`src/rtl/alu_pkg.sv`:
```
// Purpose: shared constants and types for the subtract/skip execution unit
// Assumes: one instruction issued per cycle on mclk
// Notes: flag byte order is timer2, timer1, timeout, powerdown, range, zero, half carry, carry
// Functional notes
// (RULE1) rotate right through carry into accumulator; memory kept, only carry changes
// (RULE2) borrow subtract: acc plus inverted operand plus carry; range, zero, half, carry updated
// (RULE3) decrement memory, write back, skip when result zero; flags kept
// (RULE4) decrement into accumulator, memory kept, skip when zero; flags kept
// (RULE5) true skip discards fetched next instruction, adds dummy cycle: two cycles total
// (RULE6) fill ones writes all ones to memory byte; flags kept
// (RULE7) set one selected memory bit; other bits and flags kept
// (RULE8) increment memory, write back, skip when wraps to zero; flags kept
// (RULE9) increment into accumulator, memory kept, skip when zero; flags kept
// (RULE10) skip when selected memory bit is one; flags kept
// (RULE11) subtract memory: acc plus inverted operand plus one; range only for accumulator form
// (RULE12) subtract immediate into accumulator; range, zero, half, carry updated
// (RULE13) nibble exchange of memory byte written back to same location
// (RULE14) timer and powerdown/timeout bits never change; unlisted flags hold
package alu_pkg;
	localparam logic [7:0] ACC_RESET = 8'h00;
	localparam logic [7:0] FLAGS_RESET = 8'h00;
	localparam logic [7:0] ALL_ONES = 8'hFF;
	localparam int FLAG_C = 0;
	localparam int FLAG_HC = 1;
	localparam int FLAG_Z = 2;
	localparam int FLAG_RANGE = 3;
	localparam int SKIP_CYCLES = 2;
	localparam int PLAIN_CYCLES = 1;

	typedef enum logic [3:0] {
		op_none,
		rotate_right_carry_to_accum,
		minus_with_borrow_to_accum,
		minus_with_borrow_to_mem,
		decrement_skip_zero,
		decrement_to_accum_skip_zero,
		fill_ones_mem,
		set_bit_mem,
		increment_skip_zero,
		increment_to_accum_skip_zero,
		bit_test_skip_nonzero,
		minus_to_accum,
		minus_to_mem,
		minus_imm_to_accum,
		swap_nibbles_mem
	} op_e;

	typedef struct packed {
		op_e op;
		logic [7:0] operand;
		logic [2:0] bit_sel;
	} issue_s;

	typedef struct packed {
		logic wr;
		logic [7:0] data;
	} mem_wr_s;
endpackage

```
`src/rtl/subtract_skip_alu_ops.sv`:
```
// Purpose: executes the subtract, skip, set and swap group on accumulator, memory and flags
// Assumes: issue is valid for one mclk cycle; operand is the memory byte or immediate
// Notes: skip_req marks that the already fetched instruction must be flushed
`timescale 1ns/1ns
module subtract_skip_alu_ops (
	input wire logic mclk,
	input wire logic rst_n,
	input wire logic issue_valid,
	input alu_pkg::issue_s issue,
	output logic [7:0] acc,
	output logic [7:0] flags,
	output alu_pkg::mem_wr_s mem_wr,
	output logic skip_req,
	output logic dummy_cycle,
	output logic busy
);
	logic [7:0] acc_reg, acc_next;
	logic [7:0] flags_reg, flags_next;
	alu_pkg::mem_wr_s mem_reg, mem_next;
	logic skip_reg, skip_next;
	logic dummy_reg;
	logic [7:0] sum;
	logic cout, half, range, cin;
	logic [7:0] dec_v, inc_v;

	function automatic logic [7:0] one_hot(input logic [2:0] s);
		one_hot = 8'h01 << s;
	endfunction

	function automatic logic [7:0] arith_flags(input logic [7:0] f, input logic [7:0] r,
		input logic c, input logic h, input logic v, input logic use_v);
		arith_flags = f;
		arith_flags[alu_pkg::FLAG_C] = c;
		arith_flags[alu_pkg::FLAG_HC] = h;
		arith_flags[alu_pkg::FLAG_Z] = (r == 8'h00);
		if (use_v) begin
			arith_flags[alu_pkg::FLAG_RANGE] = v;
		end
	endfunction

	always_comb begin
		cin = 1'b1;
		if (issue.op == alu_pkg::minus_with_borrow_to_accum || issue.op == alu_pkg::minus_with_borrow_to_mem) begin
			cin = flags_reg[alu_pkg::FLAG_C];
		end
	end

	sub_adder u_add (
		.a(acc_reg),
		.b(issue.operand),
		.cin(cin),
		.sum(sum),
		.cout(cout),
		.half(half),
		.range(range)
	);

	assign dec_v = issue.operand - 8'h01;
	assign inc_v = issue.operand + 8'h01;

	always_comb begin
		acc_next = acc_reg;
		flags_next = flags_reg; // RULE14
		mem_next = '0;
		skip_next = 1'b0;
		if (issue_valid && !dummy_reg) begin
			unique case (issue.op)
				alu_pkg::rotate_right_carry_to_accum: begin
					acc_next = {flags_reg[alu_pkg::FLAG_C], issue.operand[7:1]}; // RULE1
					flags_next[alu_pkg::FLAG_C] = issue.operand[0]; // RULE1
				end
				alu_pkg::minus_with_borrow_to_accum: begin
					acc_next = sum; // RULE2
					flags_next = arith_flags(flags_reg, sum, cout, half, range, 1'b1); // RULE2
				end
				alu_pkg::minus_with_borrow_to_mem: begin
					mem_next = '{wr: 1'b1, data: sum}; // RULE2
					flags_next = arith_flags(flags_reg, sum, cout, half, range, 1'b1); // RULE2
				end
				alu_pkg::decrement_skip_zero: begin
					mem_next = '{wr: 1'b1, data: dec_v}; // RULE3
					skip_next = (dec_v == 8'h00); // RULE3
				end
				alu_pkg::decrement_to_accum_skip_zero: begin
					acc_next = dec_v; // RULE4
					skip_next = (dec_v == 8'h00); // RULE4
				end
				alu_pkg::fill_ones_mem: mem_next = '{wr: 1'b1, data: alu_pkg::ALL_ONES}; // RULE6
				alu_pkg::set_bit_mem: mem_next = '{wr: 1'b1, data: issue.operand | one_hot(issue.bit_sel)}; // RULE7
				alu_pkg::increment_skip_zero: begin
					mem_next = '{wr: 1'b1, data: inc_v}; // RULE8
					skip_next = (inc_v == 8'h00); // RULE8
				end
				alu_pkg::increment_to_accum_skip_zero: begin
					acc_next = inc_v; // RULE9
					skip_next = (inc_v == 8'h00); // RULE9
				end
				alu_pkg::bit_test_skip_nonzero: begin
					skip_next = |(issue.operand & one_hot(issue.bit_sel)); // RULE10
				end
				alu_pkg::minus_to_accum: begin
					acc_next = sum; // RULE11
					flags_next = arith_flags(flags_reg, sum, cout, half, range, 1'b1); // RULE11
				end
				alu_pkg::minus_to_mem: begin
					mem_next = '{wr: 1'b1, data: sum}; // RULE11
					flags_next = arith_flags(flags_reg, sum, cout, half, range, 1'b0); // RULE11
				end
				alu_pkg::minus_imm_to_accum: begin
					acc_next = sum; // RULE12
					flags_next = arith_flags(flags_reg, sum, cout, half, range, 1'b1); // RULE12
				end
				alu_pkg::swap_nibbles_mem: begin
					mem_next = '{wr: 1'b1, data: {issue.operand[3:0], issue.operand[7:4]}}; // RULE13
				end
				default: ;
			endcase
		end
	end

	always_ff @(posedge mclk or negedge rst_n) begin
		if (!rst_n) begin
			acc_reg <= alu_pkg::ACC_RESET;
		end else begin
			acc_reg <= acc_next;
		end
	end

	always_ff @(posedge mclk or negedge rst_n) begin
		if (!rst_n) begin
			flags_reg <= alu_pkg::FLAGS_RESET;
		end else begin
			flags_reg <= flags_next;
		end
	end

	always_ff @(posedge mclk or negedge rst_n) begin
		if (!rst_n) begin
			mem_reg <= '0;
		end else begin
			mem_reg <= mem_next;
		end
	end

	// skip pulse and, in the same cycle, a dummy slot that ignores the discarded fetch
	always_ff @(posedge mclk or negedge rst_n) begin
		if (!rst_n) begin
			skip_reg <= 1'b0;
			dummy_reg <= 1'b0;
		end else begin
			skip_reg <= skip_next; // RULE5
			dummy_reg <= skip_next; // RULE5
		end
	end

	assign acc = acc_reg;
	assign flags = flags_reg;
	assign mem_wr = mem_reg;
	assign skip_req = skip_reg;
	assign dummy_cycle = dummy_reg;
	assign busy = dummy_reg;

	skip_dummy_a: assert property (@(posedge mclk) disable iff (!rst_n)
		skip_next |=> skip_req && dummy_cycle ##1 !dummy_cycle) else $error("skip without one dummy cycle"); // RULE5
	flush_ignore_a: assert property (@(posedge mclk) disable iff (!rst_n)
		dummy_cycle |=> !mem_wr.wr && $stable(acc) && $stable(flags)) else $error("discarded instruction took effect"); // RULE5
	rot_carry_a: assert property (@(posedge mclk) disable iff (!rst_n)
		(issue_valid && !dummy_cycle && issue.op == alu_pkg::rotate_right_carry_to_accum) |=>
		acc == {$past(flags[0]), $past(issue.operand[7:1])} && flags[0] == $past(issue.operand[0]) && !mem_wr.wr)
		else $error("rotate through carry wrong"); // RULE1
	dec_skip_a: assert property (@(posedge mclk) disable iff (!rst_n)
		(issue_valid && !dummy_cycle && issue.op == alu_pkg::decrement_skip_zero) |=>
		mem_wr.wr && mem_wr.data == $past(issue.operand) - 8'h01 && skip_req == (mem_wr.data == 8'h00) && $stable(flags))
		else $error("decrement skip wrong"); // RULE3
	inc_acc_a: assert property (@(posedge mclk) disable iff (!rst_n)
		(issue_valid && !dummy_cycle && issue.op == alu_pkg::increment_to_accum_skip_zero) |=>
		acc == $past(issue.operand) + 8'h01 && !mem_wr.wr && skip_req == (acc == 8'h00))
		else $error("increment to accumulator wrong"); // RULE9
	bit_skip_a: assert property (@(posedge mclk) disable iff (!rst_n)
		(issue_valid && !dummy_cycle && issue.op == alu_pkg::bit_test_skip_nonzero) |=>
		skip_req == $past(issue.operand[issue.bit_sel]) && $stable(flags)) else $error("bit test skip wrong"); // RULE10
	fill_ones_a: assert property (@(posedge mclk) disable iff (!rst_n)
		(issue_valid && !dummy_cycle && issue.op == alu_pkg::fill_ones_mem) |=>
		mem_wr.wr && mem_wr.data == 8'hFF && $stable(flags)) else $error("fill ones wrong"); // RULE6
	sub_mem_a: assert property (@(posedge mclk) disable iff (!rst_n)
		(issue_valid && !dummy_cycle && issue.op == alu_pkg::minus_to_mem) |=>
		mem_wr.data == $past(acc) - $past(issue.operand) && flags[3] == $past(flags[3]) && flags[0] == (mem_wr.data <= $past(acc)))
		else $error("subtract to memory wrong"); // RULE11
	high_bits_a: assert property (@(posedge mclk) disable iff (!rst_n)
		$stable(flags[7:4])) else $error("timer or power bits changed"); // RULE14
endmodule

```
`src/rtl/sub_adder.sv`:
```
// Purpose: eight bit adder of acc, inverted operand and carry in, with flag terms
// Assumes: combinational, operands from same clock domain
// Notes: carry out high means no borrow
`timescale 1ns/1ns
module sub_adder (
	input wire logic [7:0] a,
	input wire logic [7:0] b,
	input wire logic cin,
	output logic [7:0] sum,
	output logic cout,
	output logic half,
	output logic range
);
	logic [8:0] full;
	logic [4:0] low;
	logic [7:0] nb;
	always_comb begin
		nb = ~b;
		full = {1'b0, a} + {1'b0, nb} + {8'h00, cin};
		low = {1'b0, a[3:0]} + {1'b0, nb[3:0]} + {4'h0, cin};
		sum = full[7:0];
		cout = full[8];
		half = low[4];
		range = (a[7] == nb[7]) && (full[7] != a[7]);
	end
endmodule

```
`config.mk`:
```
export PLATFORM = sky130hd
export DESIGN_NAME = subtract_skip_alu_ops
export DESIGN_NICKNAME = d
export VERILOG_FILES = /design/src/rtl/alu_pkg.sv /design/src/rtl/subtract_skip_alu_ops.sv /design/src/rtl/sub_adder.sv
export SDC_FILE = /design/constraint.sdc
export NUM_CORES = 1
export LEC_CHECK = 0
export ABC_CLOCK_PERIOD_IN_PS = 3100
export BUFFER_PORTS_ARGS = -buffer_cell sky130_fd_sc_hd__buf_2
export CORE_UTILIZATION = 50
export DETAILED_ROUTE_END_ITERATION = 7
export GPL_ROUTABILITY_DRIVEN = 0
export PLACE_DENSITY = 0.85
export SLEW_MARGIN = 5
export SYNTH_ARGS = -nofsm -noshare
export SYNTH_HDL_FRONTEND = slang
export SYNTH_SLANG_ARGS = --single-unit
```
`constraint.sdc`:
```
create_clock -name mclk -period 3.1 [get_ports mclk]
set_clock_uncertainty 0.05 [all_clocks]
set_input_delay 0.62 -clock mclk [delete_from_list [all_inputs] [get_ports mclk]]
set_output_delay 0.62 -clock mclk [all_outputs]
set_load 0.01 [all_outputs]
```
# [Yosys cells after proc, flatten, opt, wreduce, memory -nomap -nowiden]
# Cells that the tools add are included.
[word_totals] output_inout_bits=28 word_cells=63 in_bits=18 reg_bits=22
[classes] addsub=6 eq_ne=16 shifts=1 reduce_logical=21 n_mux=8 bitwise_logic=4
[ops] operator="9-bit one-hot mux with 6 select lines" n=1
[ops] operator="8-bit one-hot mux with 4 select lines" n=1
[ops] operator="4-bit equality test (second input constant)" n=7
[ops] operator="8-bit zero test" n=3
[ops] operator="4-bit by 3-bit equality test with 1-bit output (second input constant)" n=4
[ops] operator="8-bit by 8-bit adder with 9-bit output" n=1
[ops] operator="9-bit by 1-bit adder with 9-bit output" n=1
[ops] operator="9-bit 2-to-1 mux" n=1
[ops] operator="8-bit by 1-bit adder with 8-bit output (second input constant)" n=1
[ops] operator="8-bit AND" n=1
[ops] operator="4-bit by 2-bit equality test with 1-bit output (second input constant)" n=2
[ops] operator="8-bit NOT" n=1
[ops] operator="8-bit OR" n=1
[ops] operator="8-bit OR reduction" n=1
[ops] operator="1-bit by 3-bit left shift with 8-bit output (first input constant)" n=1
[ops] operator="8-bit by 1-bit subtractor with 8-bit output (second input constant)" n=1
[ops] operator="3-bit one-hot mux with 2 select lines" n=1
[ops] operator="2-bit AND reduction" n=3
[ops] operator="2-bit OR reduction" n=3
[ops] operator="4-bit by 4-bit adder with 5-bit output" n=1
[ops] operator="5-bit by 1-bit adder with 5-bit output" n=1
[ops] operator="5-bit OR reduction" n=1
[ops] operator="4-bit by 1-bit equality test with 1-bit output (second input constant)" n=1
[ops] operator="2-bit nonzero test" n=2
[ops] operator="13 further kinds" n=15

# [Logic depth before layout (Yosys ltp)]
# Gate-level depths: netlist of run 1.
[depth] depth_word=7 depth_mapped=12 ltp_nobuf=11

# [Modules after synthesis]
# A second synthesis of run 1 with hierarchy kept.
[hier_totals] hier_cells=387 hier_area_um2=2947.8
[by_module_without_submodules] mod="subtract_skip_alu_ops" n_inst=1 seq_area_each_um2=550.5 area_per_inst_um2=2532.4 cells_per_inst=331
[by_module_without_submodules] mod="sub_adder" n_inst=1 seq_area_each_um2=0.0 area_per_inst_um2=415.4 cells_per_inst=56

# [Least setup slack after synthesis of run 1]
# No wires, ideal clock.
[synth_path] path_kind="input-to-reg" start="input port issue[14] in the netlist's numbering" end="register flags_reg[2] (netlist: flags[2])" required_time_ps=2958 arrival_ps=3148 setup_ps=92 slack_ps=-190 n_path_buf=2 cell_stages=12 cell_sequence="buf_2 clkbuf_1 or3_1 fa_1 inv_1 fa_1 nor2b_1 o21ai_1 nand2b_1 xor2_1 or4_1 o31ai_2"
[synth_between] elab_chain_cells=6 elab_cells_between_ends=13 cone_classes="add/sub (1); eq/ne (5); mux (2); reduce/logical (5)"
[synth_rtl] element="from (decl)" line="subtract_skip_alu_ops.sv:9" source="input alu_pkg::issue_s issue,"
[synth_rtl] element="4-bit by 2-bit equality test with 1-bit output" line="subtract_skip_alu_ops.sv:43, subtract_skip_alu_ops.sv:67"
[synth_rtl] element="1-bit logical OR" line="subtract_skip_alu_ops.sv:43" source="if (issue.op == alu_pkg::minus_with_borrow_to_accum || issue.op == alu_pkg::minus_with_borrow_to_mem) begin"
[synth_rtl] element="1-bit 2-to-1 mux" line="subtract_skip_alu_ops.sv:43"
[synth_rtl] element="9-bit by 1-bit adder with 9-bit output" line="sub_adder.sv:19" source="full = {1'b0, a} + {1'b0, nb} + {8'h00, cin};"
[synth_rtl] element="8-bit zero test" line="subtract_skip_alu_ops.sv:35" source="arith_flags[alu_pkg::FLAG_Z] = (r == 8'h00);"
[synth_rtl] element="3-bit one-hot mux with 2 select lines" line="subtract_skip_alu_ops.sv:67" source="unique case (issue.op)"
[synth_rtl] element="to (signal assigned)" line="subtract_skip_alu_ops.sv:131" source="flags_reg <= alu_pkg::FLAGS_RESET;"
[synth_rtl] element="to (signal assigned)" line="subtract_skip_alu_ops.sv:133" source="flags_reg <= flags_next;"
[synth_rtl] element="to (decl)" line="subtract_skip_alu_ops.sv:18" source="logic [7:0] flags_reg, flags_next;"
# Several ways; a longest one is shown, not always the timed one. The select of a mux whose other input is x is not followed.
# A chain may end at the register's enable or synchronous reset.

==> flow_summary.json, run 1 <==
{
  "cp-start-kind": "input pin",
  "viasPerCell": 6.74,
  "fin_area_um2": 2640,
  "critPathArrivalTime_ns": 3.14,
  "multi_input_area_um2": 1590,
  "rrSetupSlack_ns": 0.25,
  "r2r-end": "mem_wr[6]",
  "power.internal_mw": 0.769,
  "die_area_um2": 4950,
  "clock_latency_ns": 0.27,
  "cts_max_path_buffers": 2,
  "drtIter0Drc": 391,
  "post-cts-setup-buffers": 0,
  "grt_pass1_vias": 2385,
  "synth_area_per_cell_um2": 7.92,
  "cts_root_buf": "clkbuf_8",
  "area_growth_syn_to_layout_pct": 13.2,
  "p_clk_frac": 0.217,
  "seq_power_share": 0.285,
  "yosys_warnings": 0,
  "grt_use_total": 0.303,
  "cts_hold_repair.buffers": 0,
  "holdCritPathClass": "input pin to async pin",
  "hold_violations": 0,
  "cts_tree": "built",
  "cts.sinks": 22,
  "row_count": 24,
  "n_antenna_cell": 0,
  "synth_edf_count": 0,
  "place_area_um2": 2570,
  "slew_violations": 0,
  "postRouteAntennaNets": 0,
  "finalSetupTns_ns": 0,
  "p_switching_mw": 0.524,
  "synthFlopType": "dfrtp_1",
  "clock.fmax_mhz": 332,
  "hpwlAfterDp_um": 5620,
  "overflow": 0,
  "drv_cap": 0,
  "nFillCells": 384,
  "antenna_found_initial": 0,
  "worst_pin_slew_ns": 0.688,
  "grt_pass1_wl_um": 11800,
  "rsz0062_at_grt": "false",
  "path_clk_slew_ns": 0.09,
  "p_leak_nw": 1.19,
  "crit_fanout": 3,
  "numCtsBuffers": 3,
  "synth-async-reset-ratio": 1.00,
  "port_buffers": 41,
  "grt_max_degree": 23,
  "drc_errors": 0,
  "pwr-share-comb": 0.498,
  "fp.dieH_um": 70.4,
  "yosys.cell_types.count": 67,
  "power_density_nw_per_um2": 489,
  "fp.coreArea_um2": 4410,
  "p_total_mw": 1.29,
  "swShare": 0.405,
  "netlist_area_um2": 2340,
  "status": "finished, final reports clean",
  "dr_total_vias": 2562,
  "largest_reg_flops": 9,
  "crit_path_end_kind": "flip-flop",
  "period_needed_ns": 3.01,
  "period_share": 0.972,
  "cts_max_level": 1,
  "setup_viol": 0,
  "ff2ff_path_depth": 10,
  "syn_inst": 295,
  "die_w_um": 70.4,
  "r2r-start": "flags[0]",
  "critPathKind": "input pin to flip-flop",
  "required_ns": 3.23,
  "fin_nets": 359,
  "relSlewSlack": 0.540,
  "yosysSeqAreaShare": 0.236,
  "seq_area_um2": 551,
  "ir_worst_vdd_mv": 0.243,
  "start_util": 0.529,
  "cts_resized": 0,
  "drt_wl_total_um": 7310,
  "drive_above_1_share": 0.235,
  "num_io_pins": 46,
  "post_drt_wl_per_cell_um": 19.2,
  "dr.pass1.iters": 7,
  "ys_ff_latch": 22
}
==> synthesized netlist by cell type, drive strengths merged (3+ instances only) <==
cell type	n	area share
o22ai	10	0.027
nand2	25	0.041
nor3	4	0.0086
and3	4	0.013
o221ai	3	0.011
buf	15	0.046
o21ai	18	0.039
or2	3	0.0080
xor2	8	0.030
a21oi	21	0.047
a31oi	6	0.016
ha	10	0.054
a22o	3	0.011
nor2	22	0.035
o31ai	4	0.017
clkbuf	12	0.019
xnor2	12	0.045
inv	18	0.029
dfrtp	22	0.24
a221oi	5	0.019
nand2b	8	0.025
nand4	4	0.011
nand3	10	0.021
nor2b	4	0.011
==> placed cells by master, fill, tap and decap left out, types with 12 or more instances in the layout <==
master / synthesis / final
a21oi_1: 20 / 20
nor2_1: 22 / 22
inv_1: 16 / 15
dfrtp_1: 22 / 22
xnor2_1: 12 / 12
o21ai_0: 15 / 15
buf_4: 8 / 12
nand2_1: 24 / 24
buf_2: 5 / 41
==> area by class of cell <==
cell class | instances | area share
flip-flops and latches | 22 | 0.208
clock inverters | 1 | 0.0114
multi-input cells | 231 | 0.603
well taps | 52 | 0.0246
inverters | 18 | 0.0256
clock buffers | 3 | 0.0156
repair buffers | 53 | 0.112
==> layer usage <==
metal	share of wire	global-route usage
met2	0.44	0.456
met3	0.13	0.0779
met1	0.38	0.401
met4	0.047	0.147
met5	0	0
==> worst max path at each step <==
stage | from | end | slack [ns] | cells past startpoint
CTS | issue[13] | flags[2] | 0.19 | 12
detailed placement | issue[13] | flags[2] | -0.09 | 12
floorplan | issue[13] | flags[2] | 0.02 | 12
finish | issue[13] | mem_wr[6] | 0.09 | 12
global route | issue[13] | acc[6] | 0.07 | 12
global placement | issue[13] | flags[2] | -0.01 | 12
==> critical path, cell delays in order <==
cell       delay, ns
buf_2           0.12
nand2b_4        0.13
or3_4           0.39
fa_2            0.42
inv_2           0.08
fa_2            0.23
nor2b_1         0.07
o2111ai_1       0.18
nand3_1         0.17
xor2_1          0.41
nand2_1         0.10
a31oi_1         0.21
==> stage by stage <==
stage	utilization	cells	hold slack (ns)	setup slack, ns
after floorplan	-	298	0.274	0.0245
after global placement	0.583	376	0.411	-0.0148
after detailed placement	0.583	376	0.425	-0.0912
after CTS	0.599	380	0.276	0.186
after global routing	0.599	380	0.299	0.0685
final	0.599	380	0.253	0.0882
==> cells by family after synthesis <==
logic type      count (synthesis)  synth area share
other cells                     1           0.00161
fa+ha+maj                      13            0.0750
buf+inv                        45            0.0943
simple gates                   94             0.203
mux                             4            0.0284
compound gates                 96             0.287
flops                          22             0.236
xor+xnor                       20            0.0750
==> power groups by stage <==
stage	combinational, mW	clock, mW	sequential [mW]
6_report	0.644	0.280	0.369
2_1_floorplan	0.375	0	0.391
3_3_place_gp	0.597	0	0.373
5_1_grt	0.687	0.290	0.375
3_5_place_dp	0.619	0	0.374
4_1_cts	0.621	0.277	0.368
Note: power is estimated with default switching activity, not from simulation.
==> inputs of run 2 (changes only) <==
--- a/config.mk
+++ b/config.mk
@@ -10,6 +10,7 @@
 export CORE_UTILIZATION = 50
 export DETAILED_ROUTE_END_ITERATION = 7
 export GPL_ROUTABILITY_DRIVEN = 0
+export GPL_TIMING_DRIVEN = 0
 export PLACE_DENSITY = 0.85
 export SLEW_MARGIN = 5
 export SYNTH_ARGS = -nofsm -noshare
==> run 2 against run 1 <==
  * Cell count rose by 3.7%
  * Sequential cell count is the same
  * Critical path depth stayed put
  * Global-route usage shrank 1.6 points
  * Fmax shrank 2.3%
  * Combinational power fell by 3%
  * Sequential power about the same
  * Utilization rose by 2.1 points
  * Wire length decreased by 3.5%
  * Clock power down 26%
  * Via count up 0.74%
  * Sequential share of layout area fell by 0.70 points
==> flow_summary.json, run 2 (synthesis results as in run 1) <==
{
  "start_util": 0.529,
  "clock_latency_ns": 0.26,
  "postRouteAntennaNets": 0,
  "required_ns": 3.23,
  "path_clk_slew_ns": 0.08,
  "drt_wl_total_um": 7050,
  "relSlewSlack": 0.458,
  "hpwlAfterDp_um": 5350,
  "fin_util": 0.620,
  "area_growth_syn_to_layout_pct": 17.1,
  "slew_violations": 0,
  "antenna_found_initial": 0,
  "crit_fanout": 5,
  "grt_pass1_vias": 2360,
  "critPathKind": "input pin to flip-flop",
  "p_leak_nw": 1.23,
  "rsz0062_at_grt": "true",
  "fp.dieH_um": 70.4,
  "fp.coreArea_um2": 4410,
  "nFillCells": 386,
  "cts.sinks": 22,
  "num_io_pins": 46,
  "placed_cells": 385,
  "cts_root_buf": "clkbuf_8",
  "fin_cells": 394,
  "grt_max_degree": 23,
  "post_drt_wl_per_cell_um": 17.9,
  "worst_pin_slew_ns": 0.792,
  "final_common_cell": "buf_2",
  "die_area_um2": 4950,
  "cts_max_path_buffers": 2,
  "drv_cap": 0,
  "die_w_um": 70.4,
  "fin_nets": 373,
  "multi_input_area_um2": 1610,
  "largest_reg_flops": 9,
  "final_cell_mix": "buf_2 (38), nand2_1 (24), nor2_1 (22), dfrtp_1 (22), a21oi_1 (20)",
  "holdCritPathClass": "input pin to async pin",
  "row_count": 24,
  "period_share": 0.995,
  "ir_worst_vdd_mv": 0.273,
  "hold_violations": 0,
  "period_needed_ns": 3.08,
  "dr.pass1.iters": 7,
  "drive_above_1_share": 0.246,
  "port_buffers": 35,
  "setup_viol": 0,
  "overflow": 0,
  "cp-start-kind": "input pin",
  "cts_tree": "built",
  "dr_total_vias": 2581,
  "numCtsBuffers": 3,
  "viasPerCell": 6.55,
  "cts_max_level": 1,
  "crit_path_end_kind": "flip-flop",
  "cts_hold_repair.buffers": 0,
  "drc_errors": 0,
  "critPathArrivalTime_ns": 3.21,
  "grt_use_total": 0.287,
  "seq_area_um2": 551,
  "n_antenna_cell": 0,
  "status": "finished, final reports clean",
  "whs_ns": 0.255,
  "clock.fmax_mhz": 324,
  "grt_pass1_wl_um": 11300,
  "power_density_nw_per_um2": 438,
  "drtIter0Drc": 375
}
run 2: cell types whose count changed in the layout (fill, tap and decap cells not counted), sizes merged:
| cell | previous run | this run |
|---|---|---|
| clkbuf | 3 | 15 |
| buf | 53 | 56 |
| bufinv | 1 | 0 |
run 2: layout make-up:
cell class / instances / share of cell area
repair buffers: 42 / 0.0842
clock buffers: 4 / 0.0201
inverters: 18 / 0.0247
plain buffers: 25 / 0.0558
well taps: 52 / 0.0238
multi-input cells: 231 / 0.590
flip-flops and latches: 22 / 0.201
run 2: path summary, 6_finish.rpt:
check | start | endpoint | slack (ns) | depth (start not counted)
max | issue[13] | flags[2] | 0.02 | 12
min | rst_n | flags[0] | 0.26 | 1
max reg2reg | flags[0] | flags[2] | 0.16 | 10
min reg2reg | flags[3] | flags[3] | 0.44 | 2
max in group asynchronous | rst_n | mem_wr[8] | 2.42 | 1
min in group mclk | flags[3] | flags[3] | 0.44 | 2
run 2: timing repair:
item                       CTS  global route
buffers inserted             1             6
setup endpoints to repair    1             6
gates resized for setup      0             8
pin swaps                    2             6
run 2: routing by layer:
metal  GRT usage  share of wire  vias to the layer above
met5           0              0                        -
met4       0.124          0.042                        0
met3      0.0649           0.13                       50
met2       0.432           0.43                      208
met1       0.392           0.40                     1148
li1            -              -                     1175
run 2: worst max-delay path, cell delays in order:
cell      delay [ns]
buf_12          0.11
nand2b_4        0.13
or3_4           0.38
fa_2            0.41
inv_2           0.08
fa_2            0.24
nor2b_2         0.06
o21ai_1         0.13
nand2b_1        0.12
xor2_2          0.17
or4_4           0.54
o31ai_2         0.22
run 2: power by group:
| group | switching (mW) | internal (mW) |
|---|---|---|
| combinational | 0.372 | 0.253 |
| clock | 0.0925 | 0.113 |
| sequential | 0.0334 | 0.333 |
| total | 0.498 | 0.699 |
run 2: per-stage QoR:
stage               setup WS, ns  power, mW  cell area, um^2  setup TNS, ns
floorplan                 0.0245      0.765             2380              0
global placement          -0.288      0.929             2620          -1.28
detailed placement        -0.318      0.946             2620          -1.56
CTS                      0.00426       1.16             2680              0
global route              -0.124       1.27             2740         -0.124
finish                    0.0170       1.20             2740              0
